## config.mk

```make
export PLATFORM = sky130hd
export DESIGN_NAME = acc_top
export DESIGN_NICKNAME = d
export VERILOG_FILES = /design/src/acc_pkg.sv /design/src/acc_evt_if.sv /design/src/acc_sync.sv /design/src/acc_edge_detect.sv /design/src/acc_top.sv
export SDC_FILE = /design/constraint.sdc
export NUM_CORES = 1
export LEC_CHECK = 0
export BUFFER_PORTS_ARGS = -buffer_cell sky130_fd_sc_hd__buf_4
export CAP_MARGIN = 15
export CELL_PAD_IN_SITES_DETAIL_PLACEMENT = 0
export CELL_PAD_IN_SITES_GLOBAL_PLACEMENT = 1
export CORE_ASPECT_RATIO = 0.5
export CORE_MARGIN = 4
export CORE_UTILIZATION = 33
export DETAILED_ROUTE_END_ITERATION = 10
export PLACE_DENSITY = 0.89
export SLEW_MARGIN = 20
export SYNTH_ARGS = -nofsm -noshare
export SYNTH_HDL_FRONTEND = slang
export SYNTH_SLANG_ARGS = --single-unit
```

## constraint.sdc

```tcl
create_clock -name CLK_SYS -period 1.2 [get_ports CLK_SYS]
set_input_delay 0.06 -clock CLK_SYS [delete_from_list [all_inputs] [get_ports CLK_SYS]]
set_output_delay 0.06 -clock CLK_SYS [all_outputs]
set_load 0.05 [all_outputs]
```

## src/acc_pkg.sv

```systemverilog
// constants, field layouts and types of the analog comparator control block
// assumes: APB register map of 32-bit aligned words, one clock at 200 MHz
package acc_pkg;

    // ****************************************
    // register byte addresses
    // ****************************************
    localparam logic [7:0] ADDR_CTRL_STATUS = 8'h00;
    localparam logic [7:0] ADDR_PIN_DISABLE = 8'h04;
    localparam logic [7:0] ADDR_IRQ_STATUS = 8'h08;
    localparam logic [7:0] ADDR_IRQ_MASK = 8'h0c;

    // ****************************************
    // comparator_control_status fields
    // ****************************************
    localparam int BIT_COMPARATOR_OFF = 7;
    localparam int BIT_REFERENCE_SELECT = 6;
    localparam int BIT_COMPARE_RESULT = 5;
    localparam int BIT_EVENT_FLAG = 4;
    localparam int BIT_IRQ_ENABLE = 3;
    localparam int BIT_CAPTURE_ROUTING = 2;
    localparam int BIT_EDGE_MODE_HIGH = 1;
    localparam int BIT_EDGE_MODE_LOW = 0;

    // ****************************************
    // comparator_pin_input_disable fields
    // ****************************************
    localparam int BIT_NEGATIVE_BUFFER_OFF = 1;
    localparam int BIT_POSITIVE_BUFFER_OFF = 0;

    // ****************************************
    // interrupt status and mask fields
    // ****************************************
    localparam int IRQ_BITS = 2;
    localparam int IRQ_BIT_EVENT = 0;
    localparam int IRQ_BIT_TOGGLE = 1;
    localparam logic [IRQ_BITS-1:0] IRQ_MASK_RESET = 2'h0;

    localparam int SYNC_STAGES = 2;

    typedef enum logic [1:0] {
        EDGE_TOGGLE = 2'h0,
        EDGE_RESERVED = 2'h1,
        EDGE_FALLING = 2'h2,
        EDGE_RISING = 2'h3
    } acc_edge_mode_t;

endpackage : acc_pkg

```

## src/acc_evt_if.sv

```systemverilog
// carrier between the control core and the event detector
// assumes: both ends on the system clock
`timescale 1ns/1ps
`default_nettype none
interface acc_evt_if;
    logic result;
    acc_pkg::acc_edge_mode_t mode;
    logic evt;
    modport ctl (output result, output mode, input evt);
    modport det (input result, input mode, output evt);
endinterface : acc_evt_if
`default_nettype wire

```

## src/acc_sync.sv

```systemverilog
// two-stage synchroniser, one bit per lane
// assumes: inputs asynchronous to clk, reset asynchronous active low
`timescale 1ns/1ps
`default_nettype none
module acc_sync #(
    parameter int WIDTH = 1
) (
    // clock and reset
    input wire logic clk,
    input wire logic rst_n,
    // data
    input wire logic [WIDTH-1:0] d,
    output logic [WIDTH-1:0] q
);
    typedef struct packed {
        logic [WIDTH-1:0] meta;
        logic [WIDTH-1:0] stable;
    } acc_sync_state_t;

    acc_sync_state_t s;
    acc_sync_state_t next_s;

    // the first stage feeds only the second
    always_comb begin
        next_s.meta = d;
        next_s.stable = s.meta;
    end

    always_ff @(posedge clk or negedge rst_n) begin
        if (!rst_n) begin
            s <= '0;
        end else begin
            s <= next_s;
        end
    end

    assign q = s.stable;
endmodule : acc_sync
`default_nettype wire

```

## src/acc_edge_detect.sv

```systemverilog
// event detector: compares current and previous synchronised result
// assumes: result already synchronised to clk
`timescale 1ns/1ps
`default_nettype none
module acc_edge_detect (
    // clock and reset
    input wire logic clk,
    input wire logic rst_n,
    // event carrier
    acc_evt_if.det ev
);
    typedef struct packed {
        logic prev;
    } acc_edge_state_t;

    acc_edge_state_t s;
    acc_edge_state_t next_s;

    always_comb begin
        next_s.prev = ev.result;
    end

    always_ff @(posedge clk or negedge rst_n) begin
        if (!rst_n) begin
            s <= '0;
        end else begin
            s <= next_s;
        end
    end

    always_comb begin
        case (ev.mode)
            acc_pkg::EDGE_TOGGLE: ev.evt = ev.result ^ s.prev;
            acc_pkg::EDGE_FALLING: ev.evt = s.prev & ~ev.result;
            acc_pkg::EDGE_RISING: ev.evt = ~s.prev & ev.result;
            default: ev.evt = 1'b0;
        endcase
    end
endmodule : acc_edge_detect
`default_nettype wire

```

## src/acc_top.sv

```systemverilog
// analog comparator control: settings, result synchroniser, events, interrupts
// assumes: APB master on CLK_SYS; comparator and pin levels asynchronous
//
// How it works
// result is high while the selected positive input is above the negative pin
// raw result passes two flip-flops before the readable result bit
// comparator_off bit 7 powers the comparator down, writable any time
// software clears irq enable before changing comparator_off
// reference_select bit 6 chooses bandgap, else positive input pin
// event flag bit 4 sets on a result change matching the edge mode
// event flag clears on vector acknowledge or on a written one
// core request needs flag, irq enable bit 3 and global enable
// capture_routing bit 2 feeds the result to the timer capture input
// edge mode: 00 toggle, 01 reserved, 10 falling, 11 rising
// software clears irq enable before changing edge mode bits
// software also sets the timer's capture irq enable for capture interrupts
// buffer-off bits 1 and 0 force the pin's digital read to zero
// events compare current and previous result; reserved mode sets none
`timescale 1ns/1ps
`default_nettype none
module acc_top (
    // clock and reset
    input wire logic CLK_SYS,
    input wire logic RESETN,
    // apb slave
    input wire logic PSEL,
    input wire logic PENABLE,
    input wire logic PWRITE,
    input wire logic [7:0] PADDR,
    input wire logic [31:0] PWDATA,
    output logic PREADY,
    output logic PSLVERR,
    output logic [31:0] PRDATA,
    // analog comparator
    input wire logic COMPARATOR_RAW,
    output logic COMPARATOR_OFF,
    output logic REFERENCE_SELECT,
    // comparator pins, digital side
    input wire logic POSITIVE_PIN_DIGITAL,
    input wire logic NEGATIVE_PIN_DIGITAL,
    output logic POSITIVE_BUFFER_OFF,
    output logic NEGATIVE_BUFFER_OFF,
    output logic POSITIVE_PIN_READ,
    output logic NEGATIVE_PIN_READ,
    // timer capture front end
    output logic CAPTURE_TRIGGER,
    // core interrupt
    input wire logic GLOBAL_IRQ_ENABLE,
    input wire logic IRQ_VECTOR_ACK,
    output logic CORE_IRQ_REQ,
    // block interrupt
    output logic IRQ,
    // synchronised result
    output logic COMPARE_RESULT
);
    localparam int IW = acc_pkg::IRQ_BITS;

    // ****************************************
    // state
    // ****************************************
    typedef struct packed {
        logic comp_off;
        logic ref_sel;
        logic flag;
        logic irq_en;
        logic cap_route;
        acc_pkg::acc_edge_mode_t edge_mode;
        logic pos_buf_off;
        logic neg_buf_off;
        logic [IW-1:0] irq_status;
        logic [IW-1:0] irq_mask;
        logic irq;
        logic core_irq;
        logic cmp_out;
        logic cap_trig;
        logic pos_read;
        logic neg_read;
        logic pready;
        logic pslverr;
        logic [31:0] prdata;
    } acc_top_state_t;

    acc_top_state_t s;
    acc_top_state_t next_s;

    logic rst_n;
    logic [2:0] pin_sync;
    logic result;
    logic setup;
    logic wr_acc;
    logic rd_acc;
    acc_evt_if ev ();

    // ****************************************
    // reset release and input synchronisers
    // ****************************************
    acc_sync #(.WIDTH(1)) u_rst_sync (
        .clk(CLK_SYS),
        .rst_n(RESETN),
        .d(1'b1),
        .q(rst_n)
    );

    acc_sync #(.WIDTH(3)) u_pin_sync (
        .clk(CLK_SYS),
        .rst_n(rst_n),
        .d({NEGATIVE_PIN_DIGITAL, POSITIVE_PIN_DIGITAL, COMPARATOR_RAW}),
        .q(pin_sync)
    );

    // a powered-down comparator reads low
    assign result = pin_sync[0] & ~s.comp_off;

    // ****************************************
    // event detection
    // ****************************************
    assign ev.result = result;
    assign ev.mode = s.edge_mode;

    acc_edge_detect u_edge (
        .clk(CLK_SYS),
        .rst_n(rst_n),
        .ev(ev)
    );

    // ****************************************
    // apb decode
    // ****************************************
    assign setup = PSEL & ~PENABLE;
    assign wr_acc = PSEL & PENABLE & s.pready & PWRITE;
    assign rd_acc = PSEL & PENABLE & s.pready & ~PWRITE;

    function automatic logic is_mapped(input logic [7:0] a);
        is_mapped = (a == acc_pkg::ADDR_CTRL_STATUS) || (a == acc_pkg::ADDR_PIN_DISABLE)
                    || (a == acc_pkg::ADDR_IRQ_STATUS) || (a == acc_pkg::ADDR_IRQ_MASK);
    endfunction : is_mapped

    function automatic logic [31:0] read_image(input acc_top_state_t st, input logic res, input logic [7:0] a);
        read_image = '0;
        case (a)
            acc_pkg::ADDR_CTRL_STATUS: begin
                read_image[acc_pkg::BIT_COMPARATOR_OFF] = st.comp_off;
                read_image[acc_pkg::BIT_REFERENCE_SELECT] = st.ref_sel;
                read_image[acc_pkg::BIT_COMPARE_RESULT] = res;
                read_image[acc_pkg::BIT_EVENT_FLAG] = st.flag;
                read_image[acc_pkg::BIT_IRQ_ENABLE] = st.irq_en;
                read_image[acc_pkg::BIT_CAPTURE_ROUTING] = st.cap_route;
                read_image[acc_pkg::BIT_EDGE_MODE_HIGH:acc_pkg::BIT_EDGE_MODE_LOW] = st.edge_mode;
            end
            acc_pkg::ADDR_PIN_DISABLE: begin
                read_image[acc_pkg::BIT_NEGATIVE_BUFFER_OFF] = st.neg_buf_off;
                read_image[acc_pkg::BIT_POSITIVE_BUFFER_OFF] = st.pos_buf_off;
            end
            acc_pkg::ADDR_IRQ_STATUS: read_image[IW-1:0] = st.irq_status;
            acc_pkg::ADDR_IRQ_MASK: read_image[IW-1:0] = st.irq_mask;
            default: read_image = '0;
        endcase
    endfunction : read_image

    // ****************************************
    // next state
    // ****************************************
    always_comb begin
        next_s = s;

        // answer one cycle after setup; read data captured at setup
        next_s.pready = setup;
        next_s.pslverr = setup & ~is_mapped(PADDR);
        next_s.prdata = (setup && !PWRITE) ? read_image(s, result, PADDR) : s.prdata;

        if (wr_acc && PADDR == acc_pkg::ADDR_CTRL_STATUS) begin
            next_s.comp_off = PWDATA[acc_pkg::BIT_COMPARATOR_OFF];
            next_s.ref_sel = PWDATA[acc_pkg::BIT_REFERENCE_SELECT];
            next_s.irq_en = PWDATA[acc_pkg::BIT_IRQ_ENABLE];
            next_s.cap_route = PWDATA[acc_pkg::BIT_CAPTURE_ROUTING];
            next_s.edge_mode = acc_pkg::acc_edge_mode_t'(
                PWDATA[acc_pkg::BIT_EDGE_MODE_HIGH:acc_pkg::BIT_EDGE_MODE_LOW]);
            if (PWDATA[acc_pkg::BIT_EVENT_FLAG]) begin
                next_s.flag = 1'b0;
            end
        end
        if (wr_acc && PADDR == acc_pkg::ADDR_PIN_DISABLE) begin
            next_s.neg_buf_off = PWDATA[acc_pkg::BIT_NEGATIVE_BUFFER_OFF];
            next_s.pos_buf_off = PWDATA[acc_pkg::BIT_POSITIVE_BUFFER_OFF];
        end
        if (wr_acc && PADDR == acc_pkg::ADDR_IRQ_MASK) begin
            next_s.irq_mask = PWDATA[IW-1:0];
        end

        // event flag: acknowledge clears, a new event wins
        if (IRQ_VECTOR_ACK) begin
            next_s.flag = 1'b0;
        end
        if (ev.evt) begin
            next_s.flag = 1'b1;
        end

        // sticky status, cleared by a read, set wins
        if (rd_acc && PADDR == acc_pkg::ADDR_IRQ_STATUS) begin
            // bits raised after the setup snapshot stay pending
            next_s.irq_status = s.irq_status & ~s.prdata[IW-1:0];
        end
        if (ev.evt) begin
            next_s.irq_status[acc_pkg::IRQ_BIT_EVENT] = 1'b1;
        end
        if (result != s.cmp_out) begin
            next_s.irq_status[acc_pkg::IRQ_BIT_TOGGLE] = 1'b1;
        end

        next_s.irq = |(next_s.irq_status & next_s.irq_mask);
        next_s.core_irq = next_s.flag & next_s.irq_en & GLOBAL_IRQ_ENABLE;
        next_s.cmp_out = result;
        next_s.cap_trig = next_s.cap_route & result;
        next_s.pos_read = pin_sync[1] & ~next_s.pos_buf_off;
        next_s.neg_read = pin_sync[2] & ~next_s.neg_buf_off;
    end

    always_ff @(posedge CLK_SYS or negedge rst_n) begin
        if (!rst_n) begin
            s <= '0;
            s.edge_mode <= acc_pkg::EDGE_TOGGLE;
            s.irq_mask <= acc_pkg::IRQ_MASK_RESET;
        end else begin
            s <= next_s;
        end
    end

    // ****************************************
    // outputs
    // ****************************************
    assign PREADY = s.pready;
    assign PSLVERR = s.pslverr;
    assign PRDATA = s.prdata;
    assign COMPARATOR_OFF = s.comp_off;
    assign REFERENCE_SELECT = s.ref_sel;
    assign POSITIVE_BUFFER_OFF = s.pos_buf_off;
    assign NEGATIVE_BUFFER_OFF = s.neg_buf_off;
    assign POSITIVE_PIN_READ = s.pos_read;
    assign NEGATIVE_PIN_READ = s.neg_read;
    assign CAPTURE_TRIGGER = s.cap_trig;
    assign CORE_IRQ_REQ = s.core_irq;
    assign IRQ = s.irq;
    assign COMPARE_RESULT = s.cmp_out;
endmodule : acc_top
`default_nettype wire

```

==> results.ini, run 1 <==
[outcome]
status=finished, violations left
violations=negative setup slack

[die]
die_x_um=110.6
initial_core_util_pct=34.76
num_rows=18
io_pins=94
die_y_um=59.32
die-area_um2=6562
core-area_um2=5000

[clocking]
cts_tree=done
cts.path.max_buffers=2
cts.sink_count=37
cts_made_buffers=5
clkTransAtPathRegs_ns=0.07
cts_root_buf=clkbuf_8
insertion_delay_ns=0.28
cts-htree-levels=2

[sta]
max_freq_mhz=610.8
fin_crit_ns=1.637
skew_ns=0.004749
finalCritPeriodShare_pct=136.4
layout_setup_ws_ns=-0.4371
whs_ns=0.008721
hold_violations=0
rsz0062_at_grt=yes
setup_viol=19
drv_slew=0

[logic_synthesis]
async_flop_share_pct=100.0
ys_warn_count=0
synthCells=143
netlist_area_um2=1738
ys.flop_type=dfrtp_1
synth.avg_cell_area_um2=12.15
yosysSeqAreaShare_pct=53.28
synth_top_area_share_pct=53.28
synth.area.top_cells=dfrtp_1 (53%), buf_4 (14%), mux2_2 (5.8%)
synth-seq-cells=37
yosysTopAreaCell=dfrtp_1
synth_enable_flop_cells=0
yosysUniqueCellTypes=31

[setup_path]
reg2reg_to=CORE_IRQ_REQ
critPathLaunch=COMPARATOR_OFF
end_kind=register
reg2reg_from=COMPARATOR_OFF
arrival_ns=1.83
ff2ff_path_depth=6
critical_path.max_fanout=3
cp.required_ns=1.40
critPathLaunchType=register
crit_path_end=CORE_IRQ_REQ
reg2reg_slack_ns=-0.44
path_class=register to register

[hold_path]
min_path_type=primary input to register

[finish]
num_antenna_cells=0
fill_cells=434
fin_area_um2=2521
fin_cells=287
layout.nets=268
areaGrowthSynthToFinish_pct=45.07
drive_gt1_share_pct=52.53
final_util_pct=50.43

[power]
vdd.ir_drop.worst_mv=0.4592
powerDensity_nw_per_um2=1146
power.leakage_nw=1.253

[placement]
dpl.cell_count=269
postPlaceCellArea_um2=2226
port_buffers=44
finalWeightedCongestion=0.7570
dp_hpwl_um=2956

[job]
max_cap_viol_count=0

[grt]
grt_max_degree=27
grt_pass1_wl_um=6472
antenna_found_initial=0
overflow=0
track_usage_pct=12.56
grt_pass1_vias=1327

[route]
drt-vias-per-instance=4.296
detail_route.wl_per_cell_um=13.85
drtPass1Iterations=4
wirelength_um=3976
ant_nets=0
vias=1233
drc_errors=0
drt_iter0_drc=60

## cells by family (layout without fill, tap and decap cells)
group | after synthesis | after routing | share of synthesized area (%)
AOI/OAI and AO/OA | 14 | 14 | 6.695
adders and majority gates | 2 | 2 | 1.440
buffers and inverters | 42 | 93 | 15.98
DFF | 37 | 37 | 53.28
muxes | 12 | 12 | 8.999
other | 2 | 25 | 0.4321
and+or+nand+nor | 34 | 34 | 13.18
## metal layers
metal / up-vias / track usage [%] / share of wire [%]
li1: 576 / - / -
met3: 2 / 3.262 / 4.6
met5: - / 0 / 0
met2: 40 / 22.84 / 52
met1: 615 / 15.21 / 43
met4: 0 / 3.333 / 0.35
## flip-flops by register name (all words and copies together), names as in the netlist
register,flops
POSITIVE_PIN_READ,1
u_rst_sync.next_s,1
NEGATIVE_PIN_READ,1
u_rst_sync.q,1
u_edge.s,1
CORE_IRQ_REQ,1
ev.mode,2
s,7
PSLVERR,1
NEGATIVE_BUFFER_OFF,1
PREADY,1
CAPTURE_TRIGGER,1
PRDATA,8
COMPARATOR_OFF,1
REFERENCE_SELECT,1
u_pin_sync.next_s,3
IRQ,1
POSITIVE_BUFFER_OFF,1
u_pin_sync.q,3
## worst max-delay path: stages (launching register included)
cell	delay (ns)
dfrtp_2	0.40
nand2b_4	0.15
inv_4	0.06
ha_4	0.20
nor2b_4	0.12
o31a_1	0.35
a211oi_2	0.26
## power breakdown
part | switching, mW | internal [mW]
Clock | 0.424 | 0.677
Sequential | 0.0143 | 1.28
Combinational | 0.330 | 0.167
Total | 0.768 | 2.12
## cells in the mapped netlist, drive strengths merged, types with 2 or more instances
cell type	n
dfrtp	37
buf	32
a22o	9
mux2	9
inv	8
nand2	5
nor2	5
nor2b	5
nor4	4
nand3	3
and2	2
and4	2
clkbuf	2
conb	2
ha	2
mux4	2
nand2b	2
o21ai	2
or4	2
## per-stage QoR
step | total power, mW | TNS (ns) | setup WS, ns
finish | 2.888 | -3.967 | -0.4371
detailed placement | 1.754 | -8.141 | -0.5799
global placement | 1.743 | -7.773 | -0.5369
floorplan | 1.661 | -5.499 | -0.4763
global route | 3.015 | -5.172 | -0.5065
CTS | 2.887 | -3.716 | -0.3812
## how the worst min path moves through the flow
stage | startpoint | endpoint | slack (ns) | cells past startpoint
floorplan | RESETN | u_rst_sync.next_s[0] | -0.24 | 0
global placement | RESETN | u_rst_sync.q | -0.16 | 1
detailed placement | RESETN | u_rst_sync.q | -0.16 | 1
CTS | PWDATA[7] | COMPARATOR_OFF | 0.004 | 2
global route | PWDATA[7] | COMPARATOR_OFF | 0.007 | 2
finish | PWDATA[7] | COMPARATOR_OFF | 0.009 | 2
## final cells by class
cell class                      count  area (µm²)  area share, %
Clock buffer                        7       86.33          3.424
Tap cell                           70       87.58          3.474
Clock inverter                      1       30.03          1.191
Multi-Input combinational cell     87       735.7          29.18
Inverter                            8       32.53          1.290
Timing Repair Buffer               77       615.6          24.42
Sequential cell                    37       933.4          37.02
## layout by cell type, fill, tap and decap left out, types with 2 or more instances in the layout
cell type       n
buf_4          65
dfrtp_1        31
conb_1         25
a22o_1          9
inv_1           7
dfrtp_2         6
clkbuf_8        6
dlygate4sd3_1   6
buf_6           6
mux2_4          5
nand2_1         5
mux2_2          4
nor2b_1         4
nor2_1          3
nor4_4          3
and4_4          2
or4_4           2
nand3_1         2
o21ai_2         2
and2_1          2
nor2_2          2
mux4_2          2
## what timing repair did
action / CTS / global route
pin swaps: 6 / 8
endpoints found under the setup margin: 24 / 26
hold buffers: 6 / 0
hold endpoints to repair: 7 / 0
buffers inserted: 3 / 1
resized for setup: 7 / 14
(Power assumes the default switching activity.)
==> run 2: changes to the inputs <==
--- a/config.mk
+++ b/config.mk
@@ -12,6 +12,7 @@
 export CORE_ASPECT_RATIO = 0.5
 export CORE_MARGIN = 4
 export CORE_UTILIZATION = 33
+export CTS_BUF_LIST = sky130_fd_sc_hd__clkbuf_8 sky130_fd_sc_hd__clkbuf_16
 export DETAILED_ROUTE_END_ITERATION = 10
 export PLACE_DENSITY = 0.89
 export SLEW_MARGIN = 20
==> results.ini, run 2 (synthesis results as in run 1) <==
[die]
io_pins=94
num_rows=18
die-area_um2=6562
initial_core_util_pct=34.76
core-area_um2=5000
die_x_um=110.6
die_y_um=59.32

[setup_path]
cp.required_ns=1.40
critPathLaunchType=register
arrival_ns=1.83
path_class=register to register
critical_path.max_fanout=3
ff2ff_path_depth=6
end_kind=register
reg2reg_from=COMPARATOR_OFF
reg2reg_slack_ns=-0.44
reg2reg_to=CORE_IRQ_REQ

[sta]
drv_slew=0
layout_setup_ws_ns=-0.4373
fin_crit_ns=1.637
rsz0062_at_grt=yes
hold_violations=0
setup_viol=19
skew_ns=0.004977
finalCritPeriodShare_pct=136.4
max_freq_mhz=610.8

[clocking]
clkTransAtPathRegs_ns=0.07
cts.sink_count=37
cts_made_buffers=5
cts-htree-levels=2
cts_root_buf=clkbuf_8
insertion_delay_ns=0.28
cts_tree=done
cts.path.max_buffers=2

[grt]
grt_pass1_vias=1327
grt_pass1_wl_um=6472
antenna_found_initial=0
grt_max_degree=27
track_usage_pct=12.56
overflow=0

[placement]
finalWeightedCongestion=0.7570
dp_hpwl_um=2956
preCtsSetupSlack_ns=-0.5799
dpl.cell_count=269
port_buffers=44

[finish]
final_cell_mix=buf_4 (65), dfrtp_1 (31), conb_1 (25)
drive_gt1_share_pct=52.53
num_antenna_cells=0
mostFrequentLayoutCell=buf_4
fin_cells=287
layout.nets=268
largest_reg_flops=8
areaGrowthSynthToFinish_pct=45.07

[route]
drtPass1Iterations=4
drt-vias-per-instance=4.296
ant_nets=0
vias=1233
detail_route.wl_per_cell_um=13.85
drc_errors=0
drt_iter0_drc=60
wirelength_um=3976

[power]
power_frac_seq_pct=44.8
p_comb_share_pct=17.3
power.leakage_nw=1.257
p_int_mw=2.111
pwr-share-clk_pct=38.0
powerDensity_nw_per_um2=1142
swShare_pct=26.70
p_switching_mw=0.7689
vdd.ir_drop.worst_mv=0.4567

[outcome]
violations=negative setup slack
status=finished, violations left

[hold_path]
worstHoldEndpoint=COMPARATOR_OFF
hp-start=PWDATA[7]
min_path_type=primary input to register
hold_path_depth=2

[job]
max_cap_viol_count=0

==> run 2: changes by cell type in the layout (fill, tap and decap cells not counted), sizes merged <==
cell | previous run | this run
clkbuf | 7 | 6
inv | 8 | 9
==> run 2: stage by stage <==
step	instance area, µm²	setup TNS (ns)	hold WS (ns)	utilization, %	power (mW)
after floorplan	1883	-5.499	-0.2356	-	1.661
after global placement	2226	-7.773	-0.1571	44.52	1.743
after detailed placement	2226	-8.141	-0.1553	44.52	1.754
after CTS	2455	-3.716	0.003602	49.10	2.880
after global routing	2521	-5.173	0.006154	50.43	3.008
final	2521	-3.967	0.008524	50.43	2.880
==> run 2: layout make-up <==
class | instances | area, µm²
Clock buffer | 6 | 82.58
Sequential cell | 37 | 933.4
Timing Repair Buffer | 77 | 615.6
Multi-Input combinational cell | 87 | 735.7
Inverter | 8 | 32.53
Tap cell | 70 | 87.58
Fill cell | 434 | 2479
Clock inverter | 2 | 33.78
==> run 2: what timing repair did <==
| item | 4_1_cts | 5_1_grt |
|---|---|---|
| hold buffers | 6 | 0 |
| buffers inserted | 3 | 1 |
| setup endpoints to repair | 24 | 26 |
| hold endpoints to repair | 7 | 0 |
| gates resized for setup | 7 | 14 |
| pin swaps | 6 | 8 |
==> run 2: how the worst max path moves through the flow <==
stage | start | to | slack (ns)
floorplan | COMPARATOR_OFF | IRQ | -0.48
global route | COMPARATOR_OFF | IRQ | -0.51
CTS | COMPARATOR_OFF | CORE_IRQ_REQ | -0.38
detailed placement | PADDR[1] | IRQ | -0.58
global placement | PADDR[1] | IRQ | -0.54
finish | COMPARATOR_OFF | CORE_IRQ_REQ | -0.44
==> run 2: per-layer routing <==
layer | track usage, % | up-vias | wire length [µm]
li1 | - | 576 | -
met5 | 0 | - | 0
met2 | 22.84 | 40 | 2070
met3 | 3.262 | 2 | 182
met4 | 3.333 | 0 | 14
met1 | 15.21 | 615 | 1708
==> run 2: power groups by stage <==
stage | combinational [mW] | sequential (mW) | clock [mW]
2_1_floorplan | 0.300 | 1.36 | 0
3_3_place_gp | 0.432 | 1.31 | 0
3_5_place_dp | 0.441 | 1.31 | 0
4_1_cts | 0.470 | 1.29 | 1.12
5_1_grt | 0.526 | 1.29 | 1.19
6_report | 0.497 | 1.29 | 1.09
==> run 2: critical path: stages (launching register included) <==
cell,delay [ns]
dfrtp_2,0.40
nand2b_4,0.15
inv_4,0.06
ha_4,0.20
nor2b_4,0.12
o31a_1,0.35
a211oi_2,0.26
